### src/hdl/dscg_pkg.sv
package dscg_pkg;

  // ----------------------------------------------------------------
  // register map (printed offsets are word indexes)
  // ----------------------------------------------------------------
  localparam logic [7:0]  CLOCK_CONTROL_IDX   = 8'h8f;
  localparam logic [7:0]  AUX_CONTROL_IDX     = 8'h90;
  localparam logic [7:0]  CLOCK_STATUS_IDX    = 8'h91;
  localparam int          ADDR_W              = 12;
  localparam int          BYTE_SHIFT          = 2;
  localparam int          DOUBLE_SPEED_BIT    = 0;
  localparam int          ALE_DISABLE_BIT     = 0;
  localparam int          ST_MODE_BIT         = 0;
  localparam int          ST_FETCH_SEL_BIT    = 1;
  localparam int          ST_RESET_BIT        = 2;
  localparam int          ST_WDT_DRIVE_BIT    = 3;
  localparam logic        MODE_RESET_VALUE    = 1'b0;
  localparam logic        ALE_DIS_RESET_VALUE = 1'b0;

  // ----------------------------------------------------------------
  // timing
  // ----------------------------------------------------------------
  localparam int          XTAL_FREQ_MHZ       = 20;
  localparam int          OSC_PER_MC          = 6;
  localparam int          NORMAL_XTAL_PER_MC  = 12;
  localparam int          DOUBLE_XTAL_PER_MC  = 6;
  localparam logic [2:0]  PHASE_LAST          = 3'h5;
  localparam logic [2:0]  ALE_PHASE_A         = 3'h0;
  localparam logic [2:0]  ALE_PHASE_B         = 3'h3;
  localparam logic [2:0]  STROBE_PHASE_A      = 3'h1;
  localparam logic [2:0]  STROBE_PHASE_B      = 3'h4;
  localparam logic [1:0]  RST_PIN_MC          = 2'h2;
  localparam logic [15:0] INTERNAL_CODE_LIMIT = 16'h3fff;

  localparam logic [1:0]  HTRANS_NONSEQ       = 2'h2;

  typedef enum logic [1:0] {
    RST_IDLE  = 2'b00,
    RST_PIN   = 2'b01,
    RST_WDT   = 2'b10
  } dscg_rst_state_type;

  typedef struct packed {
    logic        sel;
    logic        write;
    logic [7:0]  idx;
  } dscg_ahb_req_type;

endpackage : dscg_pkg

### src/hdl/dscg_clock_gen.sv
// Local design decisions: the placing of the registers and the AHB-Lite interface to the registers.
`timescale 1ns/1ps
module dscg_clock_gen
  import dscg_pkg::*;
#(
  parameter int WDT_RESET_MC = 96
) (
  input  wire logic        i_sys_clk,
  input  wire logic        i_rst,
  input  wire logic        hsel,
  input  wire logic [31:0] haddr,
  input  wire logic [1:0]  htrans,
  input  wire logic        hwrite,
  input  wire logic [2:0]  hsize,
  input  wire logic [31:0] hwdata,
  input  wire logic        hready,
  output logic             hreadyout,
  output logic [31:0]      hrdata,
  output logic             hresp,
  input  wire logic        i_rst_pin,
  input  wire logic        i_watchdog_timeout,
  input  wire logic        i_external_fetch_select,
  input  wire logic        i_security_level1,
  input  wire logic [15:0] i_fetch_addr,
  input  wire logic        i_data_access,
  output logic             o_rst_pin_o,
  output logic             o_rst_pin_oe,
  output logic             o_internal_reset,
  output logic             o_osc_tick,
  output logic             o_core_clk,
  output logic             o_machine_cycle_tick,
  output logic             o_ale,
  output logic             o_program_fetch_strobe_n,
  output logic             o_fetch_external
);

  // ----------------------------------------------------------------
  // register bus
  // ----------------------------------------------------------------
  dscg_ahb_req_type req_reg;
  dscg_ahb_req_type req_next;
  logic             mode_bit_reg;
  logic             ale_disable_reg;
  logic [31:0]      rdata_reg;
  logic [31:0]      rdata_next;
  logic             addr_aligned;
  logic             wr_clock_control;
  logic             wr_aux_control;

  assign addr_aligned = (haddr[BYTE_SHIFT-1:0] == 2'h0)
                        && (haddr[31:ADDR_W] == '0);
  assign req_next.sel   = hsel && hready && (htrans == HTRANS_NONSEQ) && addr_aligned;
  assign req_next.write = hwrite;
  assign req_next.idx   = haddr[BYTE_SHIFT+7:BYTE_SHIFT];
  assign wr_clock_control = req_reg.sel && req_reg.write && (req_reg.idx == CLOCK_CONTROL_IDX);
  assign wr_aux_control   = req_reg.sel && req_reg.write && (req_reg.idx == AUX_CONTROL_IDX);
  assign hreadyout = 1'b1;
  assign hresp     = 1'b0;
  assign hrdata    = rdata_reg;

  always_ff @(posedge i_sys_clk) begin
    if (i_rst) begin
      req_reg <= '0;
    end else begin
      req_reg <= req_next;
    end
  end

  // ----------------------------------------------------------------
  // reset pin and watchdog
  // ----------------------------------------------------------------
  dscg_rst_state_type rst_state_reg;
  dscg_rst_state_type rst_state_next;
  logic [1:0]         pin_mc_reg;
  logic [1:0]         pin_mc_next;
  logic [7:0]         wdt_mc_reg;
  logic [7:0]         wdt_mc_next;
  logic               mc_tick;
  logic               pin_done;
  logic               wdt_done;
  logic               block_rst;

  // the pin counts only whole cycles: the first boundary starts the count
  assign pin_done = mc_tick && i_rst_pin && (pin_mc_reg == RST_PIN_MC);
  assign wdt_done = mc_tick && (wdt_mc_reg == 8'(WDT_RESET_MC - 1));

  always_comb begin
    rst_state_next = rst_state_reg;
    pin_mc_next    = pin_mc_reg;
    wdt_mc_next    = wdt_mc_reg;
    case (rst_state_reg)
      RST_IDLE: begin
        if (i_watchdog_timeout) begin
          rst_state_next = RST_WDT;
          wdt_mc_next    = 8'h00;
        end else if (!i_rst_pin) begin
          pin_mc_next = 2'h0;
        end else if (pin_done) begin
          rst_state_next = RST_PIN;
        end else if (mc_tick) begin
          pin_mc_next = pin_mc_reg + 2'h1;
        end
      end
      RST_PIN: begin
        if (!i_rst_pin) begin
          rst_state_next = RST_IDLE;
          pin_mc_next    = 2'h0;
        end
      end
      RST_WDT: begin
        // pin is driven by us here, so its input level is ignored
        if (wdt_done) begin
          rst_state_next = RST_IDLE;
          pin_mc_next    = 2'h0;
        end else if (mc_tick) begin
          wdt_mc_next = wdt_mc_reg + 8'h01;
        end
      end
      default: begin
        rst_state_next = RST_IDLE;
      end
    endcase
  end

  always_ff @(posedge i_sys_clk) begin
    if (i_rst) begin
      rst_state_reg <= RST_IDLE;
      pin_mc_reg    <= 2'h0;
      wdt_mc_reg    <= 8'h00;
    end else begin
      rst_state_reg <= rst_state_next;
      pin_mc_reg    <= pin_mc_next;
      wdt_mc_reg    <= wdt_mc_next;
    end
  end

  assign o_internal_reset = (rst_state_reg != RST_IDLE);
  assign o_rst_pin_oe     = (rst_state_reg == RST_WDT);
  assign o_rst_pin_o      = (rst_state_reg == RST_WDT);
  assign block_rst        = i_rst || o_internal_reset;

  // ----------------------------------------------------------------
  // control registers
  // ----------------------------------------------------------------
  always_ff @(posedge i_sys_clk) begin
    if (block_rst) begin
      mode_bit_reg    <= MODE_RESET_VALUE;
      ale_disable_reg <= ALE_DIS_RESET_VALUE;
    end else begin
      if (wr_clock_control) begin
        mode_bit_reg <= hwdata[DOUBLE_SPEED_BIT];
      end
      if (wr_aux_control) begin
        ale_disable_reg <= hwdata[ALE_DISABLE_BIT];
      end
    end
  end

  // ----------------------------------------------------------------
  // divider and glitch-free mode switch
  // ----------------------------------------------------------------
  logic div_reg;
  logic mode_active_reg;
  logic div_rise;

  // crystal period equals one i_sys_clk period
  assign div_rise = !div_reg;

  always_ff @(posedge i_sys_clk) begin
    if (i_rst) begin
      div_reg         <= 1'b0;
      mode_active_reg <= MODE_RESET_VALUE;
    end else begin
      div_reg <= !div_reg;
      if (div_rise) begin
        mode_active_reg <= mode_bit_reg;
      end
    end
  end

  // bypass passes every crystal period, divider every other one
  assign o_osc_tick = mode_active_reg ? 1'b1 : div_reg;
  assign o_core_clk = mode_active_reg ? 1'b1 : div_reg;

  // ----------------------------------------------------------------
  // phase generator and strobes
  // ----------------------------------------------------------------
  logic [2:0] phase_reg;
  logic       data_cycle_reg;
  logic       ale_reg;
  logic       fetch_strobe_n_reg;
  logic       fetch_sel_latch_reg;
  logic       fetch_sel_eff;
  logic       fetch_ext;
  logic       ale_slot;
  logic       fetch_slot;
  logic       ale_next;
  logic       fetch_strobe_n_next;

  assign mc_tick = o_osc_tick && (phase_reg == PHASE_LAST);
  assign o_machine_cycle_tick = mc_tick;

  always_ff @(posedge i_sys_clk) begin
    if (i_rst) begin
      phase_reg      <= 3'h0;
      data_cycle_reg <= 1'b0;
    end else if (o_osc_tick) begin
      phase_reg <= (phase_reg == PHASE_LAST) ? 3'h0 : phase_reg + 3'h1;
      if (phase_reg == PHASE_LAST) begin
        data_cycle_reg <= i_data_access;
      end
    end
  end

  // strap caught while in reset, never outside it
  always_ff @(posedge i_sys_clk) begin
    if (block_rst) begin
      fetch_sel_latch_reg <= i_external_fetch_select;
    end
  end

  assign fetch_sel_eff = i_security_level1 ? fetch_sel_latch_reg
                                           : i_external_fetch_select;
  assign fetch_ext = !fetch_sel_eff || (i_fetch_addr > INTERNAL_CODE_LIMIT);
  assign o_fetch_external = fetch_ext;

  assign ale_slot  = (phase_reg == ALE_PHASE_A)
                     || ((phase_reg == ALE_PHASE_B) && !data_cycle_reg);
  assign fetch_slot = ((phase_reg == STROBE_PHASE_A) || (phase_reg == STROBE_PHASE_B))
                      && !data_cycle_reg;
  assign ale_next    = ale_slot && !(ale_disable_reg && !fetch_ext && !data_cycle_reg);
  assign fetch_strobe_n_next = !(fetch_slot && fetch_ext);

  always_ff @(posedge i_sys_clk) begin
    if (block_rst) begin
      ale_reg            <= 1'b0;
      fetch_strobe_n_reg <= 1'b1;
    end else begin
      ale_reg            <= ale_next;
      fetch_strobe_n_reg <= fetch_strobe_n_next;
    end
  end

  assign o_ale                    = ale_reg;
  assign o_program_fetch_strobe_n = fetch_strobe_n_reg;

  // ----------------------------------------------------------------
  // read mux
  // ----------------------------------------------------------------
  always_comb begin
    rdata_next = 32'h0000_0000;
    if (req_next.sel && !req_next.write) begin
      case (req_next.idx)
        CLOCK_CONTROL_IDX: rdata_next[DOUBLE_SPEED_BIT] = mode_bit_reg;
        AUX_CONTROL_IDX:   rdata_next[ALE_DISABLE_BIT]  = ale_disable_reg;
        CLOCK_STATUS_IDX: begin
          rdata_next[ST_MODE_BIT]      = mode_active_reg;
          rdata_next[ST_FETCH_SEL_BIT] = fetch_sel_eff;
          rdata_next[ST_RESET_BIT]     = o_internal_reset;
          rdata_next[ST_WDT_DRIVE_BIT] = o_rst_pin_oe;
        end
        default: rdata_next = 32'h0000_0000;
      endcase
    end
  end

  always_ff @(posedge i_sys_clk) begin
    if (i_rst) begin
      rdata_reg <= 32'h0000_0000;
    end else begin
      rdata_reg <= rdata_next;
    end
  end

  // ----------------------------------------------------------------
  // checks
  // ----------------------------------------------------------------
  logic [3:0] xtal_cnt_reg;
  logic       mode_moved_reg;

  always_ff @(posedge i_sys_clk) begin
    if (i_rst) begin
      xtal_cnt_reg   <= 4'h0;
      mode_moved_reg <= 1'b0;
    end else if (mc_tick) begin
      // a switch pending at the boundary lands in the next cycle
      xtal_cnt_reg   <= 4'h0;
      mode_moved_reg <= (mode_active_reg != mode_bit_reg);
    end else begin
      xtal_cnt_reg   <= xtal_cnt_reg + 4'h1;
      mode_moved_reg <= mode_moved_reg || (mode_active_reg != mode_bit_reg);
    end
  end
endmodule : dscg_clock_gen

### config.mk
export PLATFORM = sky130hd
export DESIGN_NAME = dscg_clock_gen
export DESIGN_NICKNAME = d
export VERILOG_FILES = /design/src/hdl/dscg_pkg.sv /design/src/hdl/dscg_clock_gen.sv
export SDC_FILE = /design/constraint.sdc
export NUM_CORES = 1
export LEC_CHECK = 0
export BUFFER_PORTS_ARGS = -buffer_cell sky130_fd_sc_hd__buf_4
export CAP_MARGIN = 20
export CORE_UTILIZATION = 41
export DETAILED_ROUTE_END_ITERATION = 16
export MAX_ROUTING_LAYER = met4
export PLACE_DENSITY = 0.88
export SETUP_SLACK_MARGIN = 0.1
export SLEW_MARGIN = 20
export SYNTH_ARGS = -nofsm -noshare
export SYNTH_HDL_FRONTEND = slang
export SYNTH_SLANG_ARGS = --single-unit
### constraint.sdc
create_clock -name i_sys_clk -period 3.9 [get_ports i_sys_clk]
set_clock_uncertainty 0.2 [all_clocks]
set_input_delay 0 -clock i_sys_clk [delete_from_list [all_inputs] [get_ports i_sys_clk]]
set_output_delay 0 -clock i_sys_clk [all_outputs]
set_load 0.03 [all_outputs]
==> flow_results.org <==
** Outcome
- The flow ran to the end, and the final reports show no timing, DRC or antenna violations.

** Floorplan
- Die Width :: 73.63 um
- The die covers 0.005421 sq mm.
- Area of the core region :: 0.004817 sq mm
- Once the floorplan was initialized, standard cells occupied 43.66% of the core.
- Measured along the y axis, the die boundary spans 73.63 um.
- Number of placement rows :: 25
- Boundary pin count :: 138

** Timing
- Fmax :: 0.3209 GHz
- Hold slack final :: 0.05741 ns
- Setup violations remaining at the end of the flow were counted as 0.
- Adding up every negative setup slack in the final design gives 0 ns.
- The number of pins exceeding their max-slew limit in the final report came to 0.
- Subtracting the final worst setup slack from the clock period gives 3.116 ns.
- Hold violation count in the final report :: 0
- Setup repair after global routing missed its margin :: no
- In the finished design, the share of the clock period the worst path needs comes to 79.90%.
- Final WS setup :: 0.7840 ns

** CTS
- After clock tree synthesis, the setup repair step added 0 buffers.
- For this design, the sink count on the clock tree is 37.
- Clock transition time at the flip-flop clock pins of the worst setup and hold paths :: 0.09 ns
- The tree is rooted in a clkbuf_8.
- TritonCTS built the clock tree.
- The H-tree generated during clock tree synthesis spans 2 levels.
- In this run, post-CTS repair resized a total of 0 instances.
- Buffers inserted during clock tree synthesis total 5.
- For this design, the CTS-stage hold fixing added 38 buffers.
- Clock latency at the later pin of the worst-skew pair :: 0.30 ns
- The clock passes through at most 2 buffers.

** Layout
- The post-route netlist has 22.49% of its cells at a drive strength greater than 1.
- Layout filler cell count :: 381
- Net count of the finished layout :: 430
- Once layout is complete, the utilization of the core stands at 61.51%.
- Diodes inserted :: 0
- Sequential cell area :: 750.7 sq um
- Layout overhead on the synthesized area :: 40.87%
- Flip-flop count of the largest register after layout :: 10
- The multi-input combinational cells in the finished layout cover a total of 0.001145 sq mm.
- Final cell count without fillers :: 396

** Logic synthesis
- Cell type contributing the most total cell area after synthesis :: dfxtp_1
- Simple-gate area share of the yosys netlist :: 28.08%
- Share of synthesized flip-flops with an asynchronous set or reset :: 0%
- Top FF cell, synth :: dfxtp_1
- Main combinational cell family by area after synthesis :: simple AND/OR/NAND/NOR gates
- By area the synthesized netlist is led by dfxtp_1, buf_4, mux2i_1.
- Proportion of synthesized area in mux cells :: 6.841%
- Area fraction of the dominant cell type after synthesis :: 34.27%
- Synthesized-area fraction occupied by xor and xnor cells :: 0.4164%
- Sequential elements use 35.69% of the synthesized area.
- Yosys printed 0 warnings.
- Average footprint of a synthesized cell :: 8.988 sq um
- Synthesized area :: 0.002103 sq mm
- Synthesis inferred 37 register bits.
- Library cells used by synthesis :: 49
- Synthesis produced a netlist whose cell count is 234.
- Summing the areas of all compound-gate instances in the mapped netlist gives 9.578% of the synthesized area.
- Of the total synthesized cell area, the portion taken by full adders, half adders and majority gates is 4.164%.
- Count of flip-flops with a built-in enable after synthesis :: 1

** Power and ir drop
- VDD sags by at most 0.2460 mV.
- Pwr/cell area :: 343.2 mW/mm^2
- For this design the static power due to leakage is 1.283 nW.

** Placed design
- Post-Place Worst Slack :: 1.677 ns
- Instance count after placement with tap cells included :: 350
- Detailed placement ended at an HPWL of 3.328 mm.
- Port buffering added 57 buffers.
- At the end of routability-driven placement, the weighted congestion stood at 0.8317.

** Detailed routing
- In the routed design, unresolved DRC markers number 0.
- Dividing the detail-routed wire length by the instance count gives 14.83 um.
- Number of nets still failing antenna checks after routing :: 0
- The detailed router placed 2029 vias in this run.
- TritonRoute pass-1 iters :: 4
- Violation count after the first detailed-route iteration :: 140
- Wires add up to 5.874 mm.
- Avg Vias per Cell :: 5.124

** Global route
- Global routing used 22.31% of the available tracks.
- The number of global-route vias before repair came to 1875.
- In the global route stage, met2 resource usage came out at 38.23%.
- The layer flagged by global routing as most heavily used is met2.
- Global routing consumed, on the met3 layer, 5.624% of the routing resources.
- Antenna violations before repair :: 0
- Met1 usage in global routing :: 22.99%
- After global routing the overflow that remains totals 0.
- Entering global routing, the biggest net connects 33 pins.
- Wire length of the first global-routing pass :: 8.625 mm

** Run
- Across the run, the number of max-cap violations was 0.

** Critical path
- Worst reg2reg setup slack :: 0.78 ns
- The worst setup path is captured at a register.
- By startpoint and endpoint, the worst setup path is classified as register to register.
- Among all stages on the critical path, the largest delay is contributed by dlygate4sd3_1.
- Critical Path AT :: 3.17 ns
- The number of buffers and inverters on the critical path is 2.
- STA puts the critical path data required time at 3.95 ns.
- Walking the worst path, the cells encountered are ha_1 -> or3b_4 -> o41ai_4 -> nand3_1 -> dlygate4sd3_1 -> a21oi_1 -> dlygate4sd3_1.
- Worst-path fanout max :: 6
- Most frequent cell on the critical path :: dlygate4sd3_1
- For this run, the slowest stage of the critical path takes 0.57 ns.
- On the critical path the largest part of the delay comes from buffers and inverters.
- Type of origin of the critical path :: register

** Min path
- Kind of path behind the tightest hold check :: input port to register
[path summary, 6_finish.rpt]
kind / from / to / depth (start not counted)
worst max-delay path: wdt_mc_reg[0] / rst_state_reg[1] / 7
worst min-delay path: haddr[25] / hrdata[2] / 5
worst max register to register: wdt_mc_reg[0] / rst_state_reg[1] / 7
worst min register to register: wdt_mc_reg[6] / wdt_mc_reg[6] / 2
[placed cells by master, fill, tap and decap left out, types with 9 or more instances in the layout]
cell type and n:
a21oi_1 10, buf_4 57, conb_1 30, dfxtp_1 36
dlygate4sd3_1 38, inv_1 10, mux2i_1 11, nand2_1 9
nor2_1 16, nor2b_1 10, nor3_1 12
[where the power goes]
part	switching [W]	leakage, nW	internal [W]
Sequential	0.00000818	0.304	0.000392
Clock	0.000154	0.0687	0.000258
Combinational	0.000117	0.910	0.0000881
[metrics by stage]
stage / power (W) / cell area [sq um]
floorplan: 0.0005470 / 2208
global placement: 0.0005744 / 2445
detailed placement: 0.0005790 / 2445
CTS: 0.001007 / 2963
global route: 0.001050 / 2963
finish: 0.001017 / 2963
[worst register-to-register path, stage by stage, from the launching register on]
cell and delay [ns]:
dfxtp_1 0.43, ha_1 0.24, or3b_4 0.43, o41ai_4 0.35, nand3_1 0.13, dlygate4sd3_1 0.57
a21oi_1 0.14, dlygate4sd3_1 0.56
[cell usage after synthesis, types with 4 or more instances]
cell       n
dfxtp_1   36
buf_4     32
nor2_1    16
nor3_1    12
mux2i_1   11
a21oi_1   10
inv_1     10
nor2b_1   10
nand2_1    9
nor4_1     8
or3_1      8
ha_1       7
nand3_1    7
nand4_1    6
nand2b_1   4
[final cells by class]
class | count | share of cell area (%)
inverters | 10 | 1.267
repair buffers | 95 | 27.28
clock inverters | 3 | 2.323
clock buffers | 5 | 2.323
multi-input cells | 179 | 38.64
well taps | 67 | 2.829
flip-flops and latches | 37 | 25.34
[routing by layer]
layer	wire (um)	share of wire, %	vias up
met5	0	0	-
met2	3091	53	100
li1	-	-	955
met4	243	4.1	0
met3	365	6.2	21
met1	2174	37	953
[kinds of logic after synthesis]
family / Yosys count
fa+ha+maj: 7
flops: 37
mux: 14
buf+inv: 46
simple gates: 99
xor+xnor: 1
compound gates: 28
other cells: 2
Note: power is estimated with default switching activity, not from simulation.
